===== config.mk =====
export PLATFORM = sky130hd
export DESIGN_NAME = ebc_top
export DESIGN_NICKNAME = d
export VERILOG_FILES = /design/src/hw/ebc_pkg.sv /design/src/hw/ebc_binner.sv /design/src/hw/ebc_top.sv
export SDC_FILE = /design/constraint.sdc
export NUM_CORES = 1
export LEC_CHECK = 0
export BUFFER_PORTS_ARGS = -buffer_cell sky130_fd_sc_hd__buf_2
export CAP_MARGIN = 20
export CORE_MARGIN = 2
export CORE_UTILIZATION = 30
export CTS_BUF_LIST = sky130_fd_sc_hd__clkbuf_4 sky130_fd_sc_hd__clkbuf_8
export CTS_CLUSTER_DIAMETER = 50
export DETAILED_ROUTE_END_ITERATION = 8
export PLACE_DENSITY = 0.53
export SLEW_MARGIN = 0
export SYNTH_ARGS = -nofsm -noshare
export SYNTH_HDL_FRONTEND = slang
export SYNTH_SLANG_ARGS = --single-unit
export TNS_END_PERCENT = 100

===== constraint.sdc =====
create_clock -name clk_i -period 4.1 [get_ports clk_i]
set_clock_uncertainty 0.15 [all_clocks]
set_input_delay 0.615 -clock clk_i [delete_from_list [all_inputs] [get_ports clk_i]]
set_output_delay 0.615 -clock clk_i [all_outputs]
set_load 0.005 [all_outputs]

===== src/hw/ebc_pkg.sv =====
// Constants, field layout and types of the event binning counter store.
// Assumes one system clock; included by both design files.
`default_nettype none

package ebc_pkg;

  localparam int          BYTE_W      = 8;
  localparam int          CNT_W       = 24;
  localparam int          N_BOUND     = 31;
  localparam int          MEM_ADDR_W  = 13;
  localparam logic [7:0]  BIN_LAST    = 8'h1f;
  localparam logic [23:0] CNT_ALL1    = 24'hffffff;

  // Slot cycle of the memory sequencer
  localparam logic [3:0]  SLOT_LAST   = 4'h8;
  localparam logic [3:0]  SLOT_RD_END = 4'h2;
  localparam logic [3:0]  SLOT_CAP0   = 4'h3;
  localparam logic [3:0]  SLOT_CAP_END = 4'h5;
  localparam logic [3:0]  SLOT_WR0    = 4'h6;
  localparam logic [1:0]  OFS_LSB     = 2'h3;
  localparam logic [8:0]  INIT_LAST   = 9'h1ff;

  // Register offsets (byte addresses)
  localparam logic [7:0]  ADR_CTRL    = 8'h00;
  localparam logic [7:0]  ADR_CMD     = 8'h04;
  localparam logic [7:0]  ADR_RDREQ   = 8'h08;
  localparam logic [7:0]  ADR_RDDATA  = 8'h0c;
  localparam logic [7:0]  ADR_STATUS  = 8'h10;
  localparam logic [7:0]  ADR_BOUND   = 8'h80;

  // Field positions
  localparam int          CTRL_BINNED = 0;
  localparam int          CTRL_PAGE   = 1;
  localparam int          CTRL_EN     = 3;
  localparam int          CMD_IRQCLR  = 0;
  localparam int          CMD_INIT    = 1;
  localparam int          RQ_PAGE     = 8;
  localparam int          RQ_CHIP     = 10;
  localparam int          RD_VALID    = 24;
  localparam int          ST_SAT      = 0;
  localparam int          ST_INIT     = 1;
  localparam int          ST_RDPEND   = 2;

  typedef enum logic [1:0] {OP_NONE, OP_INC, OP_READ, OP_INIT} ebc_op_type;

  // Plain default table: bin i ends at 8*i+7
  function automatic logic [N_BOUND*BYTE_W-1:0] def_bounds();
    logic [N_BOUND*BYTE_W-1:0] t;
    t = '0;
    for (int i = 0; i < N_BOUND; i++) begin
      t[i*BYTE_W +: BYTE_W] = BYTE_W'(i * 8 + 7);
    end
    return t;
  endfunction

  localparam logic [N_BOUND*BYTE_W-1:0] DEF_BOUNDS = def_bounds();

endpackage

`default_nettype wire


===== src/hw/ebc_binner.sv =====
// Boundary table and comparison stage with one output register.
// Assumes the table port is written from the register bus, same clock.
`timescale 1ns/1ps
`default_nettype none

module ebc_binner #(
  parameter int                      NB   = ebc_pkg::N_BOUND,
  parameter logic [NB*8-1:0]         INIT = ebc_pkg::DEF_BOUNDS
) (
  input  wire logic                  clk_i,
  input  wire logic                  rst_i,
  input  wire logic                  binned_i,
  input  wire logic                  in_valid_i,
  input  wire logic                  in_chip_i,
  input  wire logic [7:0]            in_value_i,
  output logic                       in_ready_o,
  output logic                       out_valid_o,
  output logic                       out_chip_o,
  output logic [7:0]                 out_index_o,
  input  wire logic                  out_ready_i,
  input  wire logic                  tbl_we_i,
  input  wire logic [4:0]            tbl_idx_i,
  input  wire logic [7:0]            tbl_wdata_i,
  output logic [7:0]                 tbl_rdata_o
);
  import ebc_pkg::*;

  if (NB != N_BOUND) begin : g_chk
    $error("ebc_binner: table must hold 31 entries");
  end

  logic [7:0] bound_ff [NB];
  logic [7:0] bin_idx;
  logic       out_valid_ff;
  logic       out_chip_ff;
  logic [7:0] out_index_ff;

  // Power-on table from parameter, one table for both particle types
  always_ff @(posedge clk_i) begin
    if (rst_i) begin
      for (int i = 0; i < NB; i++) begin
        bound_ff[i] <= INIT[i*8 +: 8];
      end
    end else if (tbl_we_i && tbl_idx_i < 5'(NB)) begin
      bound_ff[tbl_idx_i] <= tbl_wdata_i;
    end
  end

  assign tbl_rdata_o = (tbl_idx_i < 5'(NB)) ? bound_ff[tbl_idx_i] : 8'h00;

  // Start at last bin, first boundary with value <= wins
  always_comb begin
    bin_idx = BIN_LAST;
    for (int i = NB - 1; i >= 0; i--) begin
      if (in_value_i <= bound_ff[i]) begin
        bin_idx = 8'(i);
      end
    end
  end

  assign in_ready_o = !out_valid_ff || out_ready_i;

  always_ff @(posedge clk_i) begin
    if (rst_i) begin
      out_valid_ff <= 1'b0;
      out_chip_ff  <= 1'b0;
      out_index_ff <= 8'h00;
    end else if (in_ready_o) begin
      out_valid_ff <= in_valid_i;
      out_chip_ff  <= in_chip_i;
      out_index_ff <= binned_i ? bin_idx : in_value_i;
    end
  end

  assign out_valid_o = out_valid_ff;
  assign out_chip_o  = out_chip_ff;
  assign out_index_o = out_index_ff;

endmodule

`default_nettype wire


===== src/hw/ebc_top.sv =====
// Event binning and counter store for one telescope.
// Assumes two front-end chips on pins, a byte-wide static RAM and a
// classic Wishbone master on clk_i.
// Summary of operation
// Counting mode selectable: 256 direct or 32 bins
// Two event handshakes in, one increment handshake out
// Arbiter shares table without limiting event bandwidth
// 33 boundaries, 0 and 255 implicit, 31 stored
// Each boundary entry is eight bits
// Power-on table is a design parameter, shared
// Start at 31, first boundary value<=entry wins
// Counter index 8 bits, binned range 0..31
// Four pages, one counting page for both chips
// Readout any page while counting; read clears counter
// 24-bit counters saturate at all ones
// Saturation pulses event and sets sticky interrupt
// External memory byte-wide, at least 8192 locations
// Update is three byte reads then three writes
// No memory init at reset; init command clears
// Strict 9-clock slot cycle, idle strobes deasserted
// Address is chip, page, index, byte bits
// Counters word aligned, msb at 01b, lsb 11b
// Bytes accessed least significant first
// Counter read-out presents most significant byte first
// Simultaneous events served alternately
`timescale 1ns/1ps
`default_nettype none

module ebc_top #(
  parameter logic [ebc_pkg::N_BOUND*8-1:0] BOUND_INIT = ebc_pkg::DEF_BOUNDS
) (
  input  wire logic                              clk_i,
  input  wire logic                              rst_i,
  input  wire logic [7:0]                        wb_adr_i,
  input  wire logic [31:0]                       wb_dat_i,
  output logic [31:0]                            wb_dat_o,
  input  wire logic                              wb_we_i,
  input  wire logic [3:0]                        wb_sel_i,
  input  wire logic                              wb_cyc_i,
  input  wire logic                              wb_stb_i,
  output logic                                   wb_ack_o,
  input  wire logic [1:0]                        fe_valid_i,
  input  wire logic [7:0]                        fe_data0_i,
  input  wire logic [7:0]                        fe_data1_i,
  output logic [1:0]                             fe_ready_o,
  output logic [ebc_pkg::MEM_ADDR_W-1:0]         mem_addr_o,
  output logic [7:0]                             mem_dat_o,
  input  wire logic [7:0]                        mem_dat_i,
  output logic                                   mem_dat_oe_o,
  output logic                                   mem_ce_n_o,
  output logic                                   mem_oe_n_o,
  output logic                                   mem_we_n_o,
  output logic                                   sat_event_o,
  output logic                                   sat_irq_o
);
  import ebc_pkg::*;

  function automatic logic [MEM_ADDR_W-1:0] mk_addr(input logic chip, input logic [1:0] page,
                                                     input logic [7:0] idx, input logic [1:0] ofs);
    return {chip, page, idx, ofs};
  endfunction

  // Byte j of a counter, lsb first, sits at offset 3-j
  function automatic logic [1:0] byte_ofs(input logic [3:0] j);
    return OFS_LSB - j[1:0];
  endfunction

  // Front-end sync and holding
  logic [1:0]  fe_vq1_ff;
  logic [1:0]  fe_vq2_ff;
  logic [7:0]  fe_dq1_ff [2];
  logic [7:0]  fe_dq2_ff [2];
  logic [1:0]  fe_ready_ff;
  logic [1:0]  hold_valid_ff;
  logic [7:0]  hold_data_ff [2];
  logic        prefer1_ff;
  logic        arb_sel;
  logic        arb_take;
  logic        bin_in_ready;
  // Control registers
  logic        binned_ff;
  logic [1:0]  page_ff;
  logic        count_en_ff;
  // Increment request
  logic        bin_valid;
  logic        bin_chip;
  logic [7:0]  bin_index;
  logic        inc_valid_ff;
  logic        inc_chip_ff;
  logic [7:0]  inc_idx_ff;
  // Sequencer
  logic [3:0]  slot_ff;
  ebc_op_type  op_ff;
  logic        op_chip_ff;
  logic [1:0]  op_page_ff;
  logic [7:0]  op_idx_ff;
  logic [23:0] cnt_ff;
  logic [23:0] wval;
  logic [3:0]  wr_j;
  logic [3:0]  cap_j;
  logic [7:0]  mem_q1_ff;
  logic [7:0]  mem_q2_ff;
  logic        slot_end;
  logic        take_init;
  logic        take_rd;
  logic        take_inc;
  logic        init_busy_ff;
  logic [8:0]  init_ptr_ff;
  logic        rd_pend_ff;
  logic        rd_chip_ff;
  logic [1:0]  rd_page_ff;
  logic [7:0]  rd_idx_ff;
  logic [23:0] rd_val_ff;
  logic        rd_valid_ff;
  logic        sat_hit;
  logic        sat_pulse_ff;
  logic        sat_flag_ff;
  // Bus
  logic        ack_ff;
  logic [31:0] dat_ff;
  logic        bus_req;
  logic        bus_wr;
  logic        wr_byte0;
  logic        tbl_sel;
  logic        tbl_we;
  logic [7:0]  tbl_rdata;
  logic [31:0] rdata;

  // Two-flop synchronisers on the front-end pins
  always_ff @(posedge clk_i) begin
    if (rst_i) begin
      fe_vq1_ff <= 2'h0;
      fe_vq2_ff <= 2'h0;
      for (int c = 0; c < 2; c++) begin
        fe_dq1_ff[c] <= 8'h00;
        fe_dq2_ff[c] <= 8'h00;
      end
    end else begin
      fe_vq1_ff    <= fe_valid_i;
      fe_vq2_ff    <= fe_vq1_ff;
      fe_dq1_ff[0] <= fe_data0_i;
      fe_dq1_ff[1] <= fe_data1_i;
      fe_dq2_ff[0] <= fe_dq1_ff[0];
      fe_dq2_ff[1] <= fe_dq1_ff[1];
    end
  end

  // Four-phase event handshake per chip with one holding register
  always_ff @(posedge clk_i) begin
    if (rst_i) begin
      fe_ready_ff   <= 2'h0;
      hold_valid_ff <= 2'h0;
      hold_data_ff[0] <= 8'h00;
      hold_data_ff[1] <= 8'h00;
    end else begin
      for (int c = 0; c < 2; c++) begin
        if (!fe_vq2_ff[c]) begin
          fe_ready_ff[c] <= 1'b0;
        end else if (!fe_ready_ff[c] && !hold_valid_ff[c]) begin
          fe_ready_ff[c]  <= 1'b1;
          hold_data_ff[c] <= fe_dq2_ff[c];
        end
        if (fe_vq2_ff[c] && !fe_ready_ff[c] && !hold_valid_ff[c]) begin
          hold_valid_ff[c] <= 1'b1;
        end else if (arb_take && arb_sel == 1'(c)) begin
          hold_valid_ff[c] <= 1'b0;
        end
      end
    end
  end

  assign fe_ready_o = fe_ready_ff;

  // One event per clock into the binner; tie goes to the other chip
  assign arb_sel  = hold_valid_ff[1] && (!hold_valid_ff[0] || prefer1_ff);
  assign arb_take = (|hold_valid_ff) && bin_in_ready;

  always_ff @(posedge clk_i) begin
    if (rst_i) begin
      prefer1_ff <= 1'b0;
    end else if (arb_take && (&hold_valid_ff)) begin
      prefer1_ff <= !arb_sel;
    end
  end

  ebc_binner #(
    .NB          (N_BOUND),
    .INIT        (BOUND_INIT)
  ) u_binner (
    .clk_i       (clk_i),
    .rst_i       (rst_i),
    .binned_i    (binned_ff),
    .in_valid_i  (arb_take && count_en_ff),
    .in_chip_i   (arb_sel),
    .in_value_i  (hold_data_ff[arb_sel]),
    .in_ready_o  (bin_in_ready),
    .out_valid_o (bin_valid),
    .out_chip_o  (bin_chip),
    .out_index_o (bin_index),
    .out_ready_i (!inc_valid_ff),
    .tbl_we_i    (tbl_we),
    .tbl_idx_i   (wb_adr_i[6:2]),
    .tbl_wdata_i (wb_dat_i[7:0]),
    .tbl_rdata_o (tbl_rdata)
  );

  // Increment request register toward the counter unit
  always_ff @(posedge clk_i) begin
    if (rst_i) begin
      inc_valid_ff <= 1'b0;
      inc_chip_ff  <= 1'b0;
      inc_idx_ff   <= 8'h00;
    end else if (!inc_valid_ff) begin
      inc_valid_ff <= bin_valid;
      inc_chip_ff  <= bin_chip;
      inc_idx_ff   <= bin_index;
    end else if (take_inc) begin
      inc_valid_ff <= 1'b0;
    end
  end

  // Choice of the next slot cycle's operation
  assign slot_end  = (slot_ff == SLOT_LAST);
  assign take_init = slot_end && init_busy_ff;
  assign take_rd   = slot_end && !init_busy_ff && rd_pend_ff;
  assign take_inc  = slot_end && !init_busy_ff && !rd_pend_ff && inc_valid_ff;

  always_ff @(posedge clk_i) begin
    if (rst_i) begin
      slot_ff    <= 4'h0;
      op_ff      <= OP_NONE;
      op_chip_ff <= 1'b0;
      op_page_ff <= 2'h0;
      op_idx_ff  <= 8'h00;
    end else begin
      slot_ff <= slot_end ? 4'h0 : slot_ff + 4'h1;
      if (take_init) begin
        op_ff      <= OP_INIT;
        op_chip_ff <= init_ptr_ff[8];
        op_page_ff <= page_ff;
        op_idx_ff  <= init_ptr_ff[7:0];
      end else if (take_rd) begin
        op_ff      <= OP_READ;
        op_chip_ff <= rd_chip_ff;
        op_page_ff <= rd_page_ff;
        op_idx_ff  <= rd_idx_ff;
      end else if (take_inc) begin
        op_ff      <= OP_INC;
        op_chip_ff <= inc_chip_ff;
        op_page_ff <= page_ff;
        op_idx_ff  <= inc_idx_ff;
      end else if (slot_end) begin
        op_ff <= OP_NONE;
      end
    end
  end

  // Memory read data pins, two flops before use
  always_ff @(posedge clk_i) begin
    if (rst_i) begin
      mem_q1_ff <= 8'h00;
      mem_q2_ff <= 8'h00;
    end else begin
      mem_q1_ff <= mem_dat_i;
      mem_q2_ff <= mem_q1_ff;
    end
  end

  // Counter assembly, byte read in slot k lands at slot k+3
  assign cap_j = slot_ff - SLOT_CAP0;

  always_ff @(posedge clk_i) begin
    if (rst_i) begin
      cnt_ff <= 24'h000000;
    end else if (slot_ff >= SLOT_CAP0 && slot_ff <= SLOT_CAP_END) begin
      cnt_ff[cap_j[1:0]*8 +: 8] <= mem_q2_ff;
    end
  end

  // Saturating increment; read-out and init write zero
  always_comb begin
    wval = 24'h000000;
    if (op_ff == OP_INC) begin
      wval = (cnt_ff == CNT_ALL1) ? cnt_ff : cnt_ff + 24'h000001;
    end
  end

  assign wr_j    = slot_ff - SLOT_WR0;
  assign sat_hit = (op_ff == OP_INC) && (slot_ff == SLOT_WR0) && (cnt_ff == CNT_ALL1);

  // Memory strobes: three reads then three writes, only the three writes for init, idle high
  always_ff @(posedge clk_i) begin
    if (rst_i) begin
      mem_addr_o   <= '0;
      mem_dat_o    <= 8'h00;
      mem_dat_oe_o <= 1'b0;
      mem_ce_n_o   <= 1'b1;
      mem_oe_n_o   <= 1'b1;
      mem_we_n_o   <= 1'b1;
    end else begin
      mem_dat_oe_o <= 1'b0;
      mem_ce_n_o   <= 1'b1;
      mem_oe_n_o   <= 1'b1;
      mem_we_n_o   <= 1'b1;
      if (op_ff != OP_NONE && op_ff != OP_INIT && slot_ff <= SLOT_RD_END) begin
        mem_ce_n_o <= 1'b0;
        mem_oe_n_o <= 1'b0;
        mem_addr_o <= mk_addr(op_chip_ff, op_page_ff, op_idx_ff, byte_ofs(slot_ff));
      end else if (op_ff != OP_NONE && slot_ff >= SLOT_WR0) begin
        mem_ce_n_o   <= 1'b0;
        mem_we_n_o   <= 1'b0;
        mem_dat_oe_o <= 1'b1;
        mem_dat_o    <= wval[wr_j[1:0]*8 +: 8];
        mem_addr_o   <= mk_addr(op_chip_ff, op_page_ff, op_idx_ff, byte_ofs(wr_j));
      end
    end
  end

  // Init sweep over both chips' counters of the counting page
  always_ff @(posedge clk_i) begin
    if (rst_i) begin
      init_busy_ff <= 1'b0;
      init_ptr_ff  <= 9'h000;
    end else if (bus_wr && wr_byte0 && wb_adr_i == ADR_CMD && wb_dat_i[CMD_INIT]) begin
      init_busy_ff <= 1'b1;
      init_ptr_ff  <= 9'h000;
    end else if (take_init) begin
      init_ptr_ff <= init_ptr_ff + 9'h001;
      if (init_ptr_ff == INIT_LAST) begin
        init_busy_ff <= 1'b0;
      end
    end
  end

  // Read-out request and captured value
  always_ff @(posedge clk_i) begin
    if (rst_i) begin
      rd_pend_ff  <= 1'b0;
      rd_chip_ff  <= 1'b0;
      rd_page_ff  <= 2'h0;
      rd_idx_ff   <= 8'h00;
      rd_val_ff   <= 24'h000000;
      rd_valid_ff <= 1'b0;
    end else begin
      if (bus_wr && wb_sel_i[1:0] == 2'h3 && wb_adr_i == ADR_RDREQ) begin
        rd_pend_ff  <= 1'b1;
        rd_idx_ff   <= wb_dat_i[7:0];
        rd_page_ff  <= wb_dat_i[RQ_PAGE +: 2];
        rd_chip_ff  <= wb_dat_i[RQ_CHIP];
        rd_valid_ff <= 1'b0;
      end else if (take_rd) begin
        rd_pend_ff <= 1'b0;
      end else if (op_ff == OP_READ && slot_ff == SLOT_WR0) begin
        rd_val_ff   <= cnt_ff;
        rd_valid_ff <= 1'b1;
      end
    end
  end

  // Saturation event pulse and sticky flag, set wins over clear
  always_ff @(posedge clk_i) begin
    if (rst_i) begin
      sat_pulse_ff <= 1'b0;
      sat_flag_ff  <= 1'b0;
    end else begin
      sat_pulse_ff <= sat_hit;
      if (sat_hit) begin
        sat_flag_ff <= 1'b1;
      end else if (bus_wr && wr_byte0 && wb_adr_i == ADR_CMD && wb_dat_i[CMD_IRQCLR]) begin
        sat_flag_ff <= 1'b0;
      end
    end
  end

  assign sat_event_o = sat_pulse_ff;
  assign sat_irq_o   = sat_flag_ff;

  // Wishbone slave, one wait state, ack for one cycle
  assign bus_req  = wb_cyc_i && wb_stb_i && !ack_ff;
  assign bus_wr   = bus_req && wb_we_i;
  assign wr_byte0 = wb_sel_i[0];
  assign tbl_sel  = wb_adr_i[7] && (wb_adr_i[6:2] < 5'(N_BOUND));
  assign tbl_we   = bus_wr && wr_byte0 && tbl_sel;

  always_ff @(posedge clk_i) begin
    if (rst_i) begin
      binned_ff   <= 1'b0;
      page_ff     <= 2'h0;
      count_en_ff <= 1'b0;
    end else if (bus_wr && wr_byte0 && wb_adr_i == ADR_CTRL) begin
      binned_ff   <= wb_dat_i[CTRL_BINNED];
      page_ff     <= wb_dat_i[CTRL_PAGE +: 2];
      count_en_ff <= wb_dat_i[CTRL_EN];
    end
  end

  // Read mux; the counter's msb byte sits highest so it leaves first
  always_comb begin
    rdata = 32'h00000000;
    if (wb_adr_i == ADR_CTRL) begin
      rdata[CTRL_BINNED]     = binned_ff;
      rdata[CTRL_PAGE +: 2]  = page_ff;
      rdata[CTRL_EN]         = count_en_ff;
    end else if (wb_adr_i == ADR_RDREQ) begin
      rdata[7:0]             = rd_idx_ff;
      rdata[RQ_PAGE +: 2]    = rd_page_ff;
      rdata[RQ_CHIP]         = rd_chip_ff;
    end else if (wb_adr_i == ADR_RDDATA) begin
      rdata[23:0]            = rd_val_ff;
      rdata[RD_VALID]        = rd_valid_ff;
    end else if (wb_adr_i == ADR_STATUS) begin
      rdata[ST_SAT]          = sat_flag_ff;
      rdata[ST_INIT]         = init_busy_ff || op_ff == OP_INIT;
      rdata[ST_RDPEND]       = rd_pend_ff || (op_ff == OP_READ && !rd_valid_ff);
    end else if (tbl_sel) begin
      rdata[7:0]             = tbl_rdata;
    end
  end

  always_ff @(posedge clk_i) begin
    if (rst_i) begin
      ack_ff <= 1'b0;
      dat_ff <= 32'h00000000;
    end else begin
      ack_ff <= bus_req;
      if (bus_req && !wb_we_i) begin
        dat_ff <= rdata;
      end
    end
  end

  assign wb_ack_o = ack_ff;
  assign wb_dat_o = dat_ff;

endmodule

`default_nettype wire


==> results of run 1 <==
-- stage by stage --
step	std cells	setup slack (ns)	util (%)	hold WS (ns)
floorplan	2734	0.002510	-	0.2638
global placement	3972	0.04016	32.52	0.2698
CTS	4163	0.01811	34.80	0.005529
global route	4164	0.01232	34.84	0.03480
detailed placement	3973	0.03793	32.53	0.2735
finish	4164	0.2131	34.84	0.04754
-- registers in the layout, summed over array words and instances, names as in the netlist, 9 cells and up --
signal and count:
cnt_ff 24, fe_dq1_ff 16, fe_dq2_ff 16, hold_data_ff 16, init_ptr_ff 9, mem_addr_o 13, rd_val_ff 24, u_binner.bound_ff 256
wb_dat_o 25
-- layer usage --
layer | vias up | routed length, um | part of all wire (%)
met5 | - | 13 | 0.015
met1 | 10320 | 39290 | 45
met4 | 2 | 2713 | 3.1
met3 | 146 | 5621 | 6.5
li1 | 10150 | - | -
met2 | 672 | 39140 | 45
-- cell families after synthesis --
logic type	count (synthesis)	share of synthesized area, %
adder cells (fa/ha/maj)	261	11.86
flip-flops	494	45.80
XOR/XNOR	30	0.9541
buffers and inverters	395	5.957
AND/OR/NAND/NOR	974	17.85
multiplexers	103	6.893
other	1	0.01362
AO/OA/AOI/OAI	462	10.68
-- area by class of cell --
cell class	instances	area [um^2]	share of cell area, %
timing repair buffer	224	1560	4.908
multi-input combinational	1845	13390	42.12
tap	1186	1484	4.668
clock inverter	34	227.7	0.7163
antenna	1	2.502	0.007872
inverter	252	945.9	2.975
clock buffer	128	1568	4.932
sequential	494	12610	39.67
-- worst max path at each step --
stage	startpoint	end	slack [ns]	cells after the start
after floorplan	hold_valid_ff[0]	u_binner.out_index_o[0]	0.003	12
after global placement	hold_valid_ff[0]	u_binner.out_index_o[0]	0.04	13
after detailed placement	hold_valid_ff[0]	u_binner.out_index_o[0]	0.04	13
after CTS	hold_valid_ff[0]	u_binner.out_index_o[0]	0.02	13
after global routing	hold_valid_ff[0]	u_binner.out_index_o[3]	0.01	13
final	hold_valid_ff[0]	u_binner.out_index_o[2]	0.21	13
-- cells in the mapped netlist (all sizes together) (17+ instances only) --
master / n / share of area [%]
dfxtp: 222 / 16
mux4: 64 / 5.4
nand2: 245 / 3.4
nor2b: 83 / 1.9
nor3: 46 / 0.95
and3: 20 / 0.45
xnor2: 17 / 0.54
and2: 26 / 0.60
a21oi: 184 / 3.3
or3: 60 / 1.4
ha: 261 / 12
clkbuf: 87 / 1.2
nor2: 202 / 2.8
buf: 56 / 1.3
or2: 46 / 1.0
inv: 251 / 3.4
nand3: 168 / 3.1
o21ai: 60 / 1.1
nand4: 33 / 0.86
a22oi: 45 / 1.2
a211oi: 23 / 0.63
edfxtp: 272 / 30
mux2i: 31 / 1.1
a21o: 44 / 1.2
-- power groups by stage --
stage / registers, uW / logic (uW) / clock network, uW
6_report: 5390 / 1280 / 4750
5_1_grt: 5400 / 1410 / 5080
4_1_cts: 5390 / 1280 / 4860
3_5_place_dp: 5500 / 1250 / 0
3_3_place_gp: 5500 / 1240 / 0
2_1_floorplan: 5460 / 785 / 0
-- timing repair --
| item | in CTS | in global routing |
|---|---|---|
| endpoints found under the setup margin | 0 | 4 |
| gates resized for setup | 0 | 9 |
| hold buffers | 28 | 0 |
| endpoints found under the hold margin | 28 | 0 |
==> key figures, run 1 <==
Detailed routing
  • Remaining antenna violation count after routing: 0
  • Via Count: 21290
  • DR vias/cell: 5.113
  • Post-route DRC: 0
  • Final Routed Wirelength: 86.78 mm
  • DR WL/cell: 20.84 um
  • DR iter-0 viols: 1647
  • Drt pass-1 iters: 6

Synth
  • Yosys cell types: 91
  • Post-Synthesis Cells: 2720
  • Synthesized flop and latch total: 494
  • Number of synthesized flops with an enable pin: 272
  • Post-synthesis sequential area ratio: 45.80%
  • Top FF cell, synth: edfxtp_1
  • Post-synthesis area per instance: 10.12 um^2
  • Share of synthesized registers carrying an async set or reset: 0%
  • Synthesis warning total: 0
  • Synth Cell Area: 27540 um^2

Worst setup path
  • Buffer and inverter count on the worst path: 2
  • Reg2reg start: hold_valid_ff[0]
  • Critical path cell sequence: inv_1, o21ai_4, mux2_2, buf_4, ha_1, nor2b_1, o21bai_1, a21oi_1, o21ai_0, or2_2, o311ai_0, a31o_1, a311oi_1
  • CP max stage cell: mux2_2
  • Critical Path AT: 4.34 ns
  • RR Endpoint: u_binner.out_index_o[2]
  • Crit-path leading delay family: compound AO/OA/AOI/OAI gates
  • Setup crit end kind: register
  • Worst Setup Path Type: register to register
  • Critical Path RT: 4.55 ns
  • Reg2Reg Setup Slack: 0.21 ns
  • Max stage delay on crit path: 0.60 ns
  • Startpoint Class: register
  • Crit-path max FO: 10
  • Worst r2r path cells: 13

Layout
  • Commonest cells after routing, fill and taps aside: edfxtp_1, ha_1, inv_1, nand2_1, dfxtp_1
  • P&R area growth vs syn: 15.44%
  • Design area: 31790 um^2
  • Nets: 3243
  • Final-layout fill cell count: 9251
  • Share of layout cells above drive strength 1: 16.12%
  • Commonest non-fill, non-tap cell in the layout: edfxtp_1

STA
  • Final Hold Viols: 0
  • Worst slew pin tran: 1.090 ns
  • # setup viols final: 0
  • Max-Slew Margin vs Limit: 27.33%
  • Setup TNS: 0 ns
  • Minimum clock period: 3.887 ns
  • RSZ-0062 raised after global routing: no
  • Tcrit/Tclk final: 94.80%
  • Slew Limit Fails: 0
  • Fmax: 0.2573 GHz

Power
  • Leakage: 0.01312 uW
  • Peak VDD IR: 0.2126 mV
  • Sequential share of power: 47.2%
  • Internal: 8335 uW
  • Switching Fraction: 27.07%
  • Clock Power Share: 41.6%
  • Logic pwr share: 11.2%
  • Switching pwr: 3093 uW
  • Pwr Total: 11430 uW
  • Cell area power density: 359.5 nW/um^2

Min path
  • Hold depth: 2
  • Hold_sp: fe_data0_i[0]
  • HP Class: input pin to register
  • Hold-critical path endpoint: fe_dq1_ff[0][0]

Run status
  • Outcome: finished, final reports clean

Clocking
  • CTS tree: yes
  • Post CTS Setup Buffer Count: 0
  • Clock buffer depth: 3
  • CTS H-tree lvls: 3
  • Root buf cell: clkbuf_8
  • CTS Buf Count: 90
  • Clock transition at path regs: 0.06 ns
  • Clock Sinks: 494
  • Clk_lat worst skew: 0.70 ns

Job
  • Number of max-cap violations: 0

GRT
  • GRT Util Overall: 18.29%
  • Vias in the first global route: 20720
  • Antenna violations before repair: 2
  • Met1 track demand over resource: 24.99%
  • First-pass GRT wire length: 130.3 mm
  • Global routing usage on met3: 3.556%
  • Met2 global-route usage: 28.78%
  • Top Usage Layer GRT: met2
  • Grt total ovfl: 0
  • Largest net degree at the start of global routing: 187

Floorplan
  • Core area: 91250 um^2
  • DIE WIDTH: 307.0 um
  • DIE AREA: 94230 um^2
  • Row count: 111
  • Die Ht: 307.0 um
  • # IOs: 137
  • Starting Density: 30.18%

Placed design
  • RePlAce Congestion: 0.8751
  • Hpwl dp: 61.98 mm
  • Placed cell areas: 29680 um^2
  • Port bufs: 106
No activity file was read; power rests on OpenSTA's default activity.
==> run 2, diff against run 1 <==
- CORE_ASPECT_RATIO: not set -> 0.5
==> run 2 against run 1 <==
  * Register-to-register slack hardly changed
  * Worst setup slack better by 0.0073 ns
  * Utilization is 0.18 points higher
  * Critical endpoint is now u_binner.out_index_o[0]
==> key figures, run 2 (synthesis gave the netlist of run 1 again) <==
Run status
  • Outcome: finished, final reports clean

Layout
  • Commonest non-fill, non-tap cell in the layout: edfxtp_1
  • P&R area growth vs syn: 15.42% (about the same)
  • Max FFs per register: 256 (unchanged)
  • Multi-input logic area: 13400 um^2 (about the same)
  • Final-layout fill cell count: 9225 (-0.28%)
  • Fin cells: 4165 (+0.024%)
  • Nets: 3235 (-0.25%)
  • Reg with most FFs: u_binner.bound_ff
  • Share of layout cells above drive strength 1: 15.82% (-0.30 points)
  • Sequential cell area: 12610 um^2 (unchanged)
  • Fin util: 35.02% (+0.18 points)
  • Commonest cells after routing, fill and taps aside: edfxtp_1, ha_1, inv_1, nand2_1, dfxtp_1

Power
  • Peak VDD IR: 0.2079 mV (-2.2%)
  • Sequential share of power: 47.4% (+0.2 points)
  • Logic pwr share: 11.5% (+0.3 points)
  • Switching Fraction: 27.13% (+0.062 points)
  • Leakage: 0.01308 uW (-0.27%)
  • Clock Power Share: 41.2% (-0.4 points)
  • Switching pwr: 3093 uW (about the same)
  • Cell area power density: 358.7 nW/um^2 (-0.23%)
  • Internal: 8308 uW (-0.33%)

GRT
  • Grt total ovfl: 0 (unchanged)
  • Antenna violations before repair: 3 (+1)
  • Met1 track demand over resource: 24.50% (-0.49 points)
  • GRT Util Overall: 18.67% (+0.38 points)
  • Largest net degree at the start of global routing: 87 (-53%)
  • Global routing usage on met3: 3.173% (-0.38 points)
  • Vias in the first global route: 21300 (+2.8%)
  • First-pass GRT wire length: 132.6 mm (+1.7%)
  • Top Usage Layer GRT: met2
  • Met2 global-route usage: 30.81% (+2.0 points)

Worst setup path
  • Reg2reg start: hold_valid_ff[0]
  • Critical Path AT: 4.31 ns (-0.03 ns)
  • Crit-path max FO: 16 (+6)
  • Critical Path RT: 4.53 ns (-0.02 ns)
  • Worst Setup SP: hold_valid_ff[0]
  • Reg2Reg Setup Slack: 0.22 ns (about the same)
  • Startpoint Class: register
  • Worst setup endpoint: u_binner.out_index_o[0]
  • Worst r2r path cells: 14 (+1)
  • Setup crit end kind: register
  • Worst Setup Path Type: register to register
  • RR Endpoint: u_binner.out_index_o[0]

Clocking
  • CTS tree: yes
  • Root buf cell: clkbuf_8
  • Clk_lat worst skew: 0.72 ns (+0.02 ns)
  • Clock Sinks: 494 (unchanged)
  • Clock transition at path regs: 0.07 ns (about the same)
  • Clock buffer depth: 3 (unchanged)
  • CTS Buf Count: 84 (-6.7%)
  • CTS H-tree lvls: 3 (unchanged)

Floorplan
  • DIE WIDTH: 432.5 um (+41%)
  • Core area: 90760 um^2 (-0.53%)
  • Row count: 78 (-30%)
  • Die Ht: 218.2 um (-29%)
  • # IOs: 137 (unchanged)
  • Starting Density: 30.34% (+0.16 points)
  • DIE AREA: 94380 um^2 (+0.16%)

Placed design
  • Hpwl dp: 63.26 mm (+2.1%)
  • RePlAce Congestion: 0.9020 (+3.1%)
  • Port bufs: 106 (unchanged)
  • Dpl cells: 3983 (+0.25%)

STA
  • Final Hold Viols: 0 (unchanged)
  • Minimum clock period: 3.880 ns (-0.007331 ns)
  • Slew Limit Fails: 0 (unchanged)
  • Tcrit/Tclk final: 94.62% (-0.18 points)
  • Setup TNS: 0 ns (unchanged)
  • Worst slew pin tran: 1.041 ns (-0.04901 ns)
  • RSZ-0062 raised after global routing: no
  • Max-Slew Margin vs Limit: 30.60% (+3.3 points)
  • Fmax: 0.2578 GHz (+0.19%)
  • # setup viols final: 0 (unchanged)

Detailed routing
  • Post-route DRC: 0 (unchanged)
  • Remaining antenna violation count after routing: 0 (unchanged)
  • DR vias/cell: 5.172 (+1.2%)
  • DR WL/cell: 21.31 um (+2.3%)
  • Drt pass-1 iters: 5 (-1)
  • Via Count: 21540 (+1.2%)
  • DR iter-0 viols: 2064 (+25%)
  • Final Routed Wirelength: 88.77 mm (+2.3%)

Min path
  • HP Class: input pin to register

Job
  • Number of max-cap violations: 0 (unchanged)
==> run 2: layout make-up <==
cell class / instances / share of cell area [%]
Clock buffer: 117 / 4.594
Timing Repair Buffer: 222 / 4.940
Multi-Input combinational cell: 1845 / 42.16
Inverter: 252 / 2.976
Sequential cell: 494 / 39.68
Clock inverter: 34 / 0.9212
Tap cell: 1200 / 4.724
Antenna cell: 1 / 0.007873
==> run 2: power groups by stage <==
stage | Combinational, uW | Sequential, uW | Clock, uW
floorplan | 785 | 5460 | 0
global placement | 1220 | 5500 | 0
detailed placement | 1250 | 5500 | 0
CTS | 1280 | 5400 | 4810
global route | 1420 | 5410 | 5010
finish | 1310 | 5400 | 4700
==> run 2: critical path, stage by stage (launching register included) <==
cell and delay (ns):
dfxtp_1 0.39, inv_1 0.09, o21ai_2 0.19, buf_12 0.18
mux2_4 0.48, buf_4 0.27, ha_1 0.31, nand2_1 0.05
o21ai_0 0.32, mux2i_1 0.14, a21oi_1 0.27, o211ai_1 0.18
or4_1 0.43, o211ai_1 0.18, o21ai_1 0.08
==> run 2: worst min-delay path by stage <==
stage                          from                  endpoint  slack, ns  cells past startpoint
floorplan           fe_dq1_ff[0][0]           fe_dq2_ff[0][0]       0.26                      1
global placement       mem_q1_ff[1]              mem_q2_ff[1]       0.27                      1
detailed placement  fe_dq1_ff[0][1]           fe_dq2_ff[0][1]       0.27                      1
CTS                     wb_dat_i[7]  u_binner.bound_ff[31][7]       0.02                      1
global route            wb_dat_i[7]  u_binner.bound_ff[31][7]       0.05                      1
finish                  wb_dat_i[7]  u_binner.bound_ff[31][7]       0.08                      1
==> run 2: layer usage <==
layer,part of all wire (%),wire [um]
met1,44,38940
met2,46,40840
met3,6.5,5806
met4,3.6,3184
met5,0,0
==> run 2: per-stage QoR <==
step                      power, uW  instance area [um^2]  hold WS (ns)  setup WS [ns]
after floorplan                6243                 27590        0.2638       0.002510
after global placement         6724                 29690        0.2728         0.2074
after detailed placement       6756                 29690        0.2704         0.1506
after CTS                     11490                 31740       0.01679         0.1081
after global routing          11840                 31780       0.05418        0.03786
final                         11400                 31780       0.08082         0.2204
==> run 2: what timing repair did <==
item                                    CTS  global route
gates resized for setup                   0            10
hold buffers                             29             0
setup buffers                             0             0
endpoints found under the setup margin    0             4
hold endpoints to repair                 29             0
